## config.mk

```make
export PLATFORM = sky130hd
export DESIGN_NAME = dbs_top
export DESIGN_NICKNAME = d
export VERILOG_FILES = /design/src/verilog/dbs_pkg.sv /design/src/verilog/dbs_disagree_timer.sv /design/src/verilog/dbs_top.sv
export SDC_FILE = /design/constraint.sdc
export NUM_CORES = 1
export LEC_CHECK = 0
export BUFFER_PORTS_ARGS = -buffer_cell sky130_fd_sc_hd__buf_4
export CORE_MARGIN = 8
export CORE_UTILIZATION = 51
export CTS_BUF_LIST = sky130_fd_sc_hd__clkbuf_8 sky130_fd_sc_hd__clkbuf_16
export DETAILED_ROUTE_END_ITERATION = 12
export GPL_TIMING_DRIVEN = 0
export PLACE_DENSITY = 0.81
export SYNTH_ARGS = -nofsm -noshare
export SYNTH_HDL_FRONTEND = slang
export SYNTH_SLANG_ARGS = --single-unit
```

## constraint.sdc

```tcl
create_clock -name clk -period 2 [get_ports clk]
set_input_delay 0.2 -clock clk [delete_from_list [all_inputs] [get_ports clk]]
set_output_delay 0.2 -clock clk [all_outputs]
set_load 0.05 [all_outputs]
```

## src/verilog/dbs_pkg.sv

```systemverilog
package dbs_pkg;

    // Terminal counts and mapping digit layout.
    localparam int          DBS_N_OUT_TERM   = 6;
    localparam int          DBS_N_IN_TERM    = 8;
    localparam int          DBS_N_OUT_DIGIT  = 4;
    localparam int          DBS_DIGIT_W      = 4;
    localparam int          DBS_DIG_BRAKE    = 1;
    localparam int          DBS_DIG_ANSWER   = 2;
    localparam logic [3:0]  DBS_TERM_NONE    = 4'h0;

    // Register byte offsets.
    localparam logic [7:0]  DBS_OFS_OUTMAP   = 8'h00;
    localparam logic [7:0]  DBS_OFS_INMAP    = 8'h04;
    localparam logic [7:0]  DBS_OFS_FUNC     = 8'h08;
    localparam logic [7:0]  DBS_OFS_STATUS   = 8'h0C;
    localparam logic [7:0]  DBS_OFS_MASK     = 8'h10;
    localparam logic [7:0]  DBS_OFS_STATE    = 8'h14;

    // Values after reset.
    localparam logic [15:0] DBS_RST_OUTMAP   = 16'h0000;
    localparam logic [15:0] DBS_RST_INMAP    = 16'h0000;
    localparam logic [3:0]  DBS_RST_FUNC     = 4'h0;
    localparam logic [2:0]  DBS_RST_STATUS   = 3'h0;
    localparam logic [2:0]  DBS_RST_MASK     = 3'h0;

    // Status and mask bit positions.
    localparam int          DBS_ST_W         = 3;
    localparam int          DBS_ST_MAPERR    = 0;
    localparam int          DBS_ST_CIRCERR   = 1;
    localparam int          DBS_ST_REFUSED   = 2;

    // AXI response codes.
    localparam logic [1:0]  DBS_RESP_OKAY    = 2'h0;
    localparam logic [1:0]  DBS_RESP_SLVERR  = 2'h2;

    // Disagreement window.
    localparam int          DBS_CLK_KHZ      = 250000;
    localparam int          DBS_DISAGREE_MS  = 140;
    localparam int          DBS_DISAGREE_CYC = DBS_DISAGREE_MS * DBS_CLK_KHZ;
    localparam int          DBS_TMR_W        = 27;

endpackage

```

## src/verilog/dbs_disagree_timer.sv

```systemverilog
`timescale 1ns/1ps

module dbs_disagree_timer
    import dbs_pkg::*;
#(
    parameter int LIMIT = DBS_DISAGREE_CYC
)(
    input  wire logic clk,
    input  wire logic nrst,
    input  wire logic disagree,
    output logic      fire
);

    localparam logic [DBS_TMR_W-1:0] LAST = DBS_TMR_W'(LIMIT - 1);

    logic [DBS_TMR_W-1:0] count;
    wire                  at_last = (count == LAST);

    // The count clears on agreement and saturates so the alarm fires once per episode.
    always_ff @(posedge clk or negedge nrst)
    begin
        if (!nrst)
        begin
            count <= '0;
            fire  <= 1'b0;
        end
        else
        begin
            count <= !disagree ? '0 : (at_last ? count : count + 1'b1);
            fire  <= disagree && (count == LAST - 1'b1);
        end
    end

endmodule

```

## src/verilog/dbs_top.sv

```systemverilog
// The register offsets and the AXI4-Lite interface to the registers are this design's own decisions.
`timescale 1ns/1ps

module dbs_top
    import dbs_pkg::*;
#(
    parameter int DISAGREE_CYCLES = DBS_DISAGREE_CYC
)(
    input  wire logic                      clk,
    input  wire logic                      nrst,
    input  wire logic                      high_power_strap,
    input  wire logic                      brake_cmd,
    input  wire logic [DBS_N_IN_TERM-1:0]  term_in,
    output logic      [DBS_N_OUT_TERM-1:0] term_out,
    output logic                           brake_request_out,
    output logic                           brake_answer_in,
    output logic                           request_mapping_error_alarm,
    output logic                           brake_circuit_error_alarm,
    output logic                           irq,
    input  wire logic [7:0]                s_axi_awaddr,
    input  wire logic                      s_axi_awvalid,
    output logic                           s_axi_awready,
    input  wire logic [31:0]               s_axi_wdata,
    input  wire logic [3:0]                s_axi_wstrb,
    input  wire logic                      s_axi_wvalid,
    output logic                           s_axi_wready,
    output logic [1:0]                     s_axi_bresp,
    output logic                           s_axi_bvalid,
    input  wire logic                      s_axi_bready,
    input  wire logic [7:0]                s_axi_araddr,
    input  wire logic                      s_axi_arvalid,
    output logic                           s_axi_arready,
    output logic [31:0]                    s_axi_rdata,
    output logic [1:0]                     s_axi_rresp,
    output logic                           s_axi_rvalid,
    input  wire logic                      s_axi_rready
);

    // ==========================================================
    // Register state
    // ==========================================================
    logic [15:0]                output_map_param;
    logic [15:0]                input_map_param;
    logic [3:0]                 func_state;
    logic [DBS_ST_W-1:0]        status;
    logic [DBS_ST_W-1:0]        mask;
    logic                       variant_hp;
    logic                       strap_taken;
    logic                       map_err_q;

    // ==========================================================
    // Write channel
    // ==========================================================
    logic                       aw_full;
    logic                       w_full;
    logic [7:0]                 aw_addr;
    logic [31:0]                w_data;
    logic [3:0]                 w_strb;

    wire         aw_take      = s_axi_awvalid && s_axi_awready;
    wire         w_take       = s_axi_wvalid && s_axi_wready;
    wire         do_write     = aw_full && w_full && !s_axi_bvalid;
    wire         next_aw_full = (aw_full || aw_take) && !do_write;
    wire         next_w_full  = (w_full || w_take) && !do_write;
    wire         next_bvalid  = do_write || (s_axi_bvalid && !s_axi_bready);
    wire [31:0]  byte_mask    = {{8{w_strb[3]}}, {8{w_strb[2]}}, {8{w_strb[1]}}, {8{w_strb[0]}}};

    wire         wr_outmap    = do_write && (aw_addr == DBS_OFS_OUTMAP);
    wire         wr_inmap     = do_write && (aw_addr == DBS_OFS_INMAP);
    wire         wr_func      = do_write && (aw_addr == DBS_OFS_FUNC);
    wire         wr_status    = do_write && (aw_addr == DBS_OFS_STATUS);
    wire         wr_mask      = do_write && (aw_addr == DBS_OFS_MASK);
    wire         wr_state     = do_write && (aw_addr == DBS_OFS_STATE);
    wire         wr_hit       = wr_outmap || wr_inmap || wr_func || wr_status
                                || wr_mask || wr_state;

    wire [31:0]  merged_out   = ({16'h0000, output_map_param} & ~byte_mask) | (w_data & byte_mask);
    wire [31:0]  merged_in    = ({16'h0000, input_map_param} & ~byte_mask) | (w_data & byte_mask);
    wire [31:0]  merged_func  = ({28'h0000000, func_state} & ~byte_mask) | (w_data & byte_mask);
    wire [31:0]  merged_mask  = ({29'h00000000, mask} & ~byte_mask) | (w_data & byte_mask);
    wire [DBS_ST_W-1:0] st_clr = wr_status ? (w_data[DBS_ST_W-1:0] & byte_mask[DBS_ST_W-1:0])
                                           : '0;

    // Low-power variants keep the request digit unallocated.
    localparam int BRK_LO = DBS_DIG_BRAKE * DBS_DIGIT_W;
    wire [3:0]   wr_brake_dig = merged_out[BRK_LO +: DBS_DIGIT_W];
    wire         map_refused  = wr_outmap && !variant_hp && (wr_brake_dig != DBS_TERM_NONE);
    wire [15:0]  next_outmap  = variant_hp ? merged_out[15:0]
                                           : (merged_out[15:0] & ~(16'h000F << BRK_LO));

    always_ff @(posedge clk or negedge nrst)
    begin
        if (!nrst)
        begin
            aw_full       <= 1'b0;
            w_full        <= 1'b0;
            aw_addr       <= 8'h00;
            w_data        <= 32'h00000000;
            w_strb        <= 4'h0;
            s_axi_awready <= 1'b0;
            s_axi_wready  <= 1'b0;
            s_axi_bvalid  <= 1'b0;
            s_axi_bresp   <= DBS_RESP_OKAY;
        end
        else
        begin
            aw_full       <= next_aw_full;
            w_full        <= next_w_full;
            s_axi_awready <= !next_aw_full && !next_bvalid;
            s_axi_wready  <= !next_w_full && !next_bvalid;
            s_axi_bvalid  <= next_bvalid;
            if (aw_take)
            begin
                aw_addr <= {s_axi_awaddr[7:2], 2'b00};
            end
            if (w_take)
            begin
                w_data <= s_axi_wdata;
                w_strb <= s_axi_wstrb;
            end
            if (do_write)
            begin
                s_axi_bresp <= wr_hit ? DBS_RESP_OKAY : DBS_RESP_SLVERR;
            end
        end
    end

    // ==========================================================
    // Configuration registers and variant capture
    // ==========================================================
    always_ff @(posedge clk or negedge nrst)
    begin
        if (!nrst)
        begin
            output_map_param <= DBS_RST_OUTMAP;
            input_map_param  <= DBS_RST_INMAP;
            func_state       <= DBS_RST_FUNC;
            mask             <= DBS_RST_MASK;
            variant_hp       <= 1'b0;
            strap_taken      <= 1'b0;
        end
        else
        begin
            strap_taken <= 1'b1;
            if (!strap_taken)
            begin
                variant_hp <= high_power_strap;
            end
            if (wr_outmap)
            begin
                output_map_param <= next_outmap;
            end
            if (wr_inmap)
            begin
                input_map_param <= merged_in[15:0];
            end
            if (wr_func)
            begin
                func_state <= merged_func[3:0];
            end
            if (wr_mask)
            begin
                mask <= merged_mask[DBS_ST_W-1:0];
            end
        end
    end

    // ==========================================================
    // Terminal input synchroniser
    // ==========================================================
    logic [DBS_N_IN_TERM-1:0] in_s1;
    logic [DBS_N_IN_TERM-1:0] in_s2;
    logic [DBS_N_IN_TERM-1:0] in_s3;
    logic [DBS_N_IN_TERM-1:0] in_filt;

    always_ff @(posedge clk or negedge nrst)
    begin
        if (!nrst)
        begin
            in_s1   <= '0;
            in_s2   <= '0;
            in_s3   <= '0;
            in_filt <= '0;
        end
        else
        begin
            in_s1   <= term_in;
            in_s2   <= in_s1;
            in_s3   <= in_s2;
            in_filt <= (in_s2 & in_s3) | (in_filt & (in_s2 ^ in_s3));
        end
    end

    // ==========================================================
    // Mapping decode
    // ==========================================================
    wire [3:0] brake_dig  = output_map_param[BRK_LO +: DBS_DIGIT_W];
    wire [3:0] answer_dig = input_map_param[DBS_DIG_ANSWER*DBS_DIGIT_W +: DBS_DIGIT_W];
    wire [3:0] answer_idx = answer_dig - 4'h1;
    wire       out_mapped = (brake_dig != DBS_TERM_NONE) && (brake_dig <= 4'(DBS_N_OUT_TERM));
    wire       in_mapped  = (answer_dig != DBS_TERM_NONE) && (answer_dig <= 4'(DBS_N_IN_TERM));
    wire       answer_closed = in_mapped && in_filt[answer_idx[2:0]];

    logic [DBS_N_OUT_DIGIT-1:0] shares_brake;

    genvar d;
    generate
        for (d = 0; d < DBS_N_OUT_DIGIT; d++)
        begin : g_digit
            wire [3:0] dig = output_map_param[d*DBS_DIGIT_W +: DBS_DIGIT_W];
            assign shares_brake[d] = (d != DBS_DIG_BRAKE) && out_mapped && (dig == brake_dig);
        end
    endgenerate

    wire map_err   = |shares_brake;
    wire both_map  = out_mapped && in_mapped;
    wire brake_fn  = brake_cmd && both_map && !map_err;
    wire disagree  = both_map && (brake_request_out == answer_closed);

    wire [DBS_N_OUT_DIGIT-1:0] func_level = {func_state[3:2], brake_request_out, func_state[0]};

    // Each terminal carries the OR of every function allocated to it.
    logic [DBS_N_OUT_TERM-1:0] next_term;
    genvar t;
    generate
        for (t = 0; t < DBS_N_OUT_TERM; t++)
        begin : g_term
            logic [DBS_N_OUT_DIGIT-1:0] hit;
            always_comb
            begin
                for (int k = 0; k < DBS_N_OUT_DIGIT; k++)
                begin
                    hit[k] = func_level[k]
                             && (output_map_param[k*DBS_DIGIT_W +: DBS_DIGIT_W] == 4'(t + 1));
                end
            end
            assign next_term[t] = |hit;
        end
    endgenerate

    // ==========================================================
    // Disagreement supervision
    // ==========================================================
    logic circ_fire;

    dbs_disagree_timer #(
        .LIMIT    (DISAGREE_CYCLES)
    ) u_timer (
        .clk      (clk),
        .nrst     (nrst),
        .disagree (disagree),
        .fire     (circ_fire)
    );

    // ==========================================================
    // Status, interrupt and pin outputs
    // ==========================================================
    wire [DBS_ST_W-1:0] st_set      = {map_refused, circ_fire, map_err && !map_err_q};
    wire [DBS_ST_W-1:0] next_status = (status & ~st_clr) | st_set;

    always_ff @(posedge clk or negedge nrst)
    begin
        if (!nrst)
        begin
            status                      <= DBS_RST_STATUS;
            map_err_q                   <= 1'b0;
            irq                         <= 1'b0;
            term_out                    <= '0;
            brake_request_out           <= 1'b0;
            brake_answer_in             <= 1'b0;
            request_mapping_error_alarm <= 1'b0;
            brake_circuit_error_alarm   <= 1'b0;
        end
        else
        begin
            status                      <= next_status;
            map_err_q                   <= map_err;
            irq                         <= |(next_status & mask);
            term_out                    <= next_term;
            brake_request_out           <= brake_fn;
            brake_answer_in             <= answer_closed;
            request_mapping_error_alarm <= map_err;
            brake_circuit_error_alarm   <= next_status[DBS_ST_CIRCERR];
        end
    end

    // ==========================================================
    // Read channel
    // ==========================================================
    wire [31:0] state_word = {14'h0000, in_filt, term_out, map_err, variant_hp,
                              brake_answer_in, brake_request_out};
    wire        ar_take     = s_axi_arvalid && s_axi_arready;
    wire        next_rvalid = ar_take || (s_axi_rvalid && !s_axi_rready);
    wire [7:0]  ra          = {s_axi_araddr[7:2], 2'b00};
    wire        rd_hit      = (ra <= DBS_OFS_STATE);
    wire [31:0] rd_word     = (ra == DBS_OFS_OUTMAP) ? {16'h0000, output_map_param} :
                              (ra == DBS_OFS_INMAP)  ? {16'h0000, input_map_param}  :
                              (ra == DBS_OFS_FUNC)   ? {28'h0000000, func_state}    :
                              (ra == DBS_OFS_STATUS) ? {29'h00000000, status}       :
                              (ra == DBS_OFS_MASK)   ? {29'h00000000, mask}         :
                              (ra == DBS_OFS_STATE)  ? state_word                   :
                                                       32'h00000000;

    always_ff @(posedge clk or negedge nrst)
    begin
        if (!nrst)
        begin
            s_axi_arready <= 1'b0;
            s_axi_rvalid  <= 1'b0;
            s_axi_rdata   <= 32'h00000000;
            s_axi_rresp   <= DBS_RESP_OKAY;
        end
        else
        begin
            s_axi_arready <= !next_rvalid;
            s_axi_rvalid  <= next_rvalid;
            if (ar_take)
            begin
                s_axi_rdata <= rd_word;
                s_axi_rresp <= rd_hit ? DBS_RESP_OKAY : DBS_RESP_SLVERR;
            end
        end
    end

endmodule

```

# After elaboration in Yosys (flattened, before gate mapping)
# Cells that the tools add are included.
word_totals:
  reg_bits: 182
  n_memories: 0
  mem_bits_rw: 0
  word_cells: 200
  mem_bits_ro: 0
  output_inout_bits: 52
  input_bits: 69
  latchBits: 0
classes:
  magnitude_cmp: 4
  mux: 14
  mul: 0
  div_mod_pow: 0
  shift: 0
  n_addsub: 2
  n_eq_ne: 41
  n_reduce_logical: 88
  bitwise_logic: 19
ops:
  columns: ["cell", "count"]
  rows:
  - ["$mux 18", 6]
  - ["$logic_and 1x1->1", 55]
  - ["$eq 27x26->1 const B", 2]
  - ["$mux 27", 2]
  - ["$and 16x16->16", 3]
  - ["$eq 4x3->1 const B", 12]
  - ["$eq 4x2->1 const B", 8]
  - ["$or 16x16->16", 2]
  - ["$add 27x1->27 const B", 1]
  - ["$eq 6x2->1 const B", 4]
  - ["$eq 6x3->1 const B", 4]
  - ["$reduce_or 4->1", 6]
  - ["$and 8x8->8", 2]
  - ["$eq 4x1->1 const B", 4]
  - ["$logic_not 8->1", 2]
  - ["$not 16->16", 1]
  - ["$and 3x3->3", 4]
  - ["$eq 4x4->1", 3]
  - ["$eq 6x1->1 const B", 2]
  - ["$reduce_bool 4->1", 3]
  - ["$logic_not 1->1", 11]
  - ["$logic_or 1x1->1", 9]
  - ["$le 8x5->1 const B", 1]
  - ["$mux 8", 1]
  - ["17 further kinds", 20]

# Depth between registers and ports, before layout
logic_depth:
  ltp_word: 10
  mapped_depth: 8
  depth_no_buf: 7

# By module
# From an unflattened synthesis, not the netlist that was laid out.
hier_totals:
  hier_cells: 635
  area_unflattened_um2: 7686.1
by_module_without_submodules:
  columns: ["mod", "instances", "area_per_inst_um2", "cells_each", "seq_area_each_um2"]
  rows:
  - ["dbs_top", 1, 6079.6, 479, 3428.3]
  - ["dbs_disagree_timer", 1, 1606.5, 156, 700.7]

# Least setup slack after synthesis
# Ideal clock, no wire load.
synth_path:
  path_type: "register to register"
  from: "register s_axi_bvalid"
  to: "register with a tool-made name"
  setup_slack_ns: -0.139
  required_time_ns: 1.875
  arrival_time_ns: 2.015
  path_buffers: 1
  synth_period_minus_slack_ns: 2.139
  setup_time_ns: 0.125
  stages_incl_launch_ff: 7
  cell_sequence: "dfrtp_1 -> nand3b_1 -> or3_1 -> buf_6 -> nor2_4 -> and2_2 -> mux2_2"
synth_rtl:
  columns: ["element", "line_no", "text"]
  rows:
  - ["start: declaration", "dbs_top.sv:28", "output logic s_axi_bvalid,"]
  - ["start signal: assignment", "dbs_top.sv:111", "s_axi_bvalid <= next_bvalid;"]

==> flow_summary.ini <==
[clock_tree]
cts_max_level = 4
worstSkewPairLatency_ns = 0.43
cts_root_buf = clkbuf_16
cts_buffers = 17
tritoncts = built
clk_pin_slew_ns = 0.07
clock_path_buffers = 2
cts_sinks = 165

[grt]
grt_max_degree = 84
gr-total-overflow = 0
grt.total_usage = 0.2048
first_global_vias = 5846
antenna_found_initial = 0
grt_pass1_wl_mm = 29.92

[layout]
fin_util = 0.6668
area_growth_pct = 28.95
final_layout_size_suffix_gt1_frac = 0.3400
nets = 865
antenna_cells = 0

[synth]
synth.avg_cell_area_sq_um = 11.79
synth-edff-count = 0
yosysMostFrequentCell = dfrtp_1
synth_area_leaders = dfrtp_1 56%, mux2_2 9.1%, xor2_1 3.7%, o21ai_0 2.2%, ha_1 2.0%
async_flop_share = 1.000
ys_types = 63
ys_warn_count = 0
netlist_area_sq_mm = 0.007430
ys_ff_latch = 165
synth_top_area_frac = 0.5557
ys_seq_area_frac = 0.5557
synth_area_leader_cell = dfrtp_1
ys.flop_type = dfrtp_1
netlist_top_cells_count = 165 x dfrtp_1, 60 x mux2_2, 38 x nand2_1, 38 x nor2_1, 33 x o21ai_0
netlist_instances = 630

[pwr]
power_mw = 10.99
leakage_nw = 4.411
pwr_density_cell_mw_per_mm2 = 1147
irDropWorstVdd_mv = 0.6981

[sta]
tns_ns = -3.539
finalClockSkew_ns = 0.01589
timing.final.ws_setup_ns = -0.1485
max-slew-margin-rel = 0.4756
maxSlewViolCount = 0
tightest_slew_ns = 0.7866
rsz0062_at_grt = true
finalSetupViolCount = 46
finalCriticalPeriod_ns = 2.148
hold_viol_final = 0
post-route-period-util = 1.074
worst_hold_slack_ns = 0.01214
fmax_mhz = 465.4

[routing]
via_count = 5558
first_pass_iters = 5
via_per_inst = 5.666
post_drt_wl_per_cell_um = 18.85
ant_nets = 0
wl_mm = 18.49
drc = 0
dr.first_iter.drc_count = 399

[floorplanning]
row_count = 44
coreArea_sq_mm = 0.01437
die-area_sq_mm = 0.01869
die_h_um = 136.7
dieWidth_um = 136.7
initial_core_util = 0.5171
pin_count = 121

[setup_path]
path_class = flop to flop
critPathRequiredTime_ns = 2.36
cp.arrival_ns = 2.51
startpoint_type = flop
end_kind = flop
path_max_fanout = 6

[flow_run]
drv_cap = 0

[min_path]
hp-class = input port to flop

[place]
dp_hpwl_mm = 12.30
pre_cts_ws_ns = -0.5390
gp_congestion = 0.8841
io_buffers = 82

[outcome]
violations = setup timing
status = finished, violations left
## what timing repair did
item	4_1_cts	5_1_grt
gates resized for setup	55	22
setup endpoints to repair	59	65
hold buffers	18	3
cloned	3	0
endpoints found under the hold margin	99	3
pin swaps	23	7
buffers inserted	11	6
## critical path, cell delays in order, from the launching register on
cell	delay [ns]
dfrtp_2	0.42
inv_2	0.07
ha_4	0.27
mux4_2	0.34
mux2i_4	0.24
xor2_4	0.22
nand3_4	0.20
buf_4	0.22
nor2_1	0.10
## metal layers
metal | part of all wire | vias up | GRT usage
li1 | - | 2539 | -
met4 | 0.024 | 0 | 0.08481
met5 | 0 | - | 0
met3 | 0.071 | 40 | 0.04846
met2 | 0.50 | 209 | 0.3435
met1 | 0.40 | 2770 | 0.2488
## metrics by stage
stage          area (sq um)  std cells
6_report               9580        981
5_1_grt                9580        981
2_1_floorplan          7488        645
3_5_place_dp           8366        912
4_1_cts                9432        974
3_3_place_gp           8334        911
## worst paths after layout
path | startpoint | to | slack (ns) | cells after the start
max | flop | u_timer.count[0]$_DFFE_PN0P_ | -0.15 | 8
min | s_axi_awaddr[6] | aw_addr[6]$_DFFE_PN0P_ | 0.01 | 2
max reg2reg | flop | u_timer.count[0]$_DFFE_PN0P_ | -0.15 | 8
min reg2reg | in_s1[3]$_DFF_PN0_ | in_s2[3]$_DFF_PN0_ | 0.34 | 0
max in group asynchronous | nrst | in_s1[2]$_DFF_PN0_ | 0.73 | 3
min in group asynchronous | nrst | irq$_DFF_PN0_ | 0.41 | 2
## logic make-up (layout without fill, tap and decap cells)
| logic type | count (synthesis) | in the layout | synth area share |
|---|---|---|---|
| simple gates | 192 | 193 | 0.1458 |
| flops | 165 | 165 | 0.5557 |
| compound gates | 93 | 93 | 0.08370 |
| mux | 69 | 69 | 0.1069 |
| buf+inv | 59 | 210 | 0.04176 |
| xor+xnor | 38 | 38 | 0.04480 |
| fa+ha+maj | 12 | 12 | 0.02021 |
| other cells | 2 | 17 | 0.001011 |
## cells in the final DEF (no fill, tap or decap), drive strengths merged, types with 7 or more instances in the layout
cell | synthesis | routed
dfrtp | 165 | 165
buf | 24 | 124
mux2 | 60 | 60
nand2 | 39 | 39
nor2 | 39 | 39
o21ai | 34 | 34
clkbuf | 17 | 32
xor2 | 31 | 31
inv | 18 | 28
nand3 | 23 | 24
dlygate4sd3 | 0 | 21
nor3 | 18 | 18
conb | 2 | 17
nand4 | 12 | 12
ha | 12 | 12
a221oi | 10 | 10
a21o | 9 | 9
nor4 | 7 | 7
and3 | 7 | 7
nand3b | 7 | 7
xnor2 | 7 | 7
nor3b | 7 | 7
mux2i | 7 | 7
## layout make-up
cell class	instances	area (sq um)
Inverter	18	67.56
Tap cell	184	230.2
Fill cell	1042	4788
Timing Repair Buffer	123	1015
Multi-Input combinational cell	422	3324
Sequential cell	165	4131
Clock buffer	17	425.4
Buffer	37	230.2
Clock inverter	15	156.4
## power by group
group	switching [mW]	internal, mW	leakage (nW)
Sequential	0.749	4.01	2.14
Clock	1.46	1.77	0.283
Combinational	1.62	1.37	1.99
Total	3.83	7.15	4.41
No activity file was read; power rests on OpenSTA's default activity.
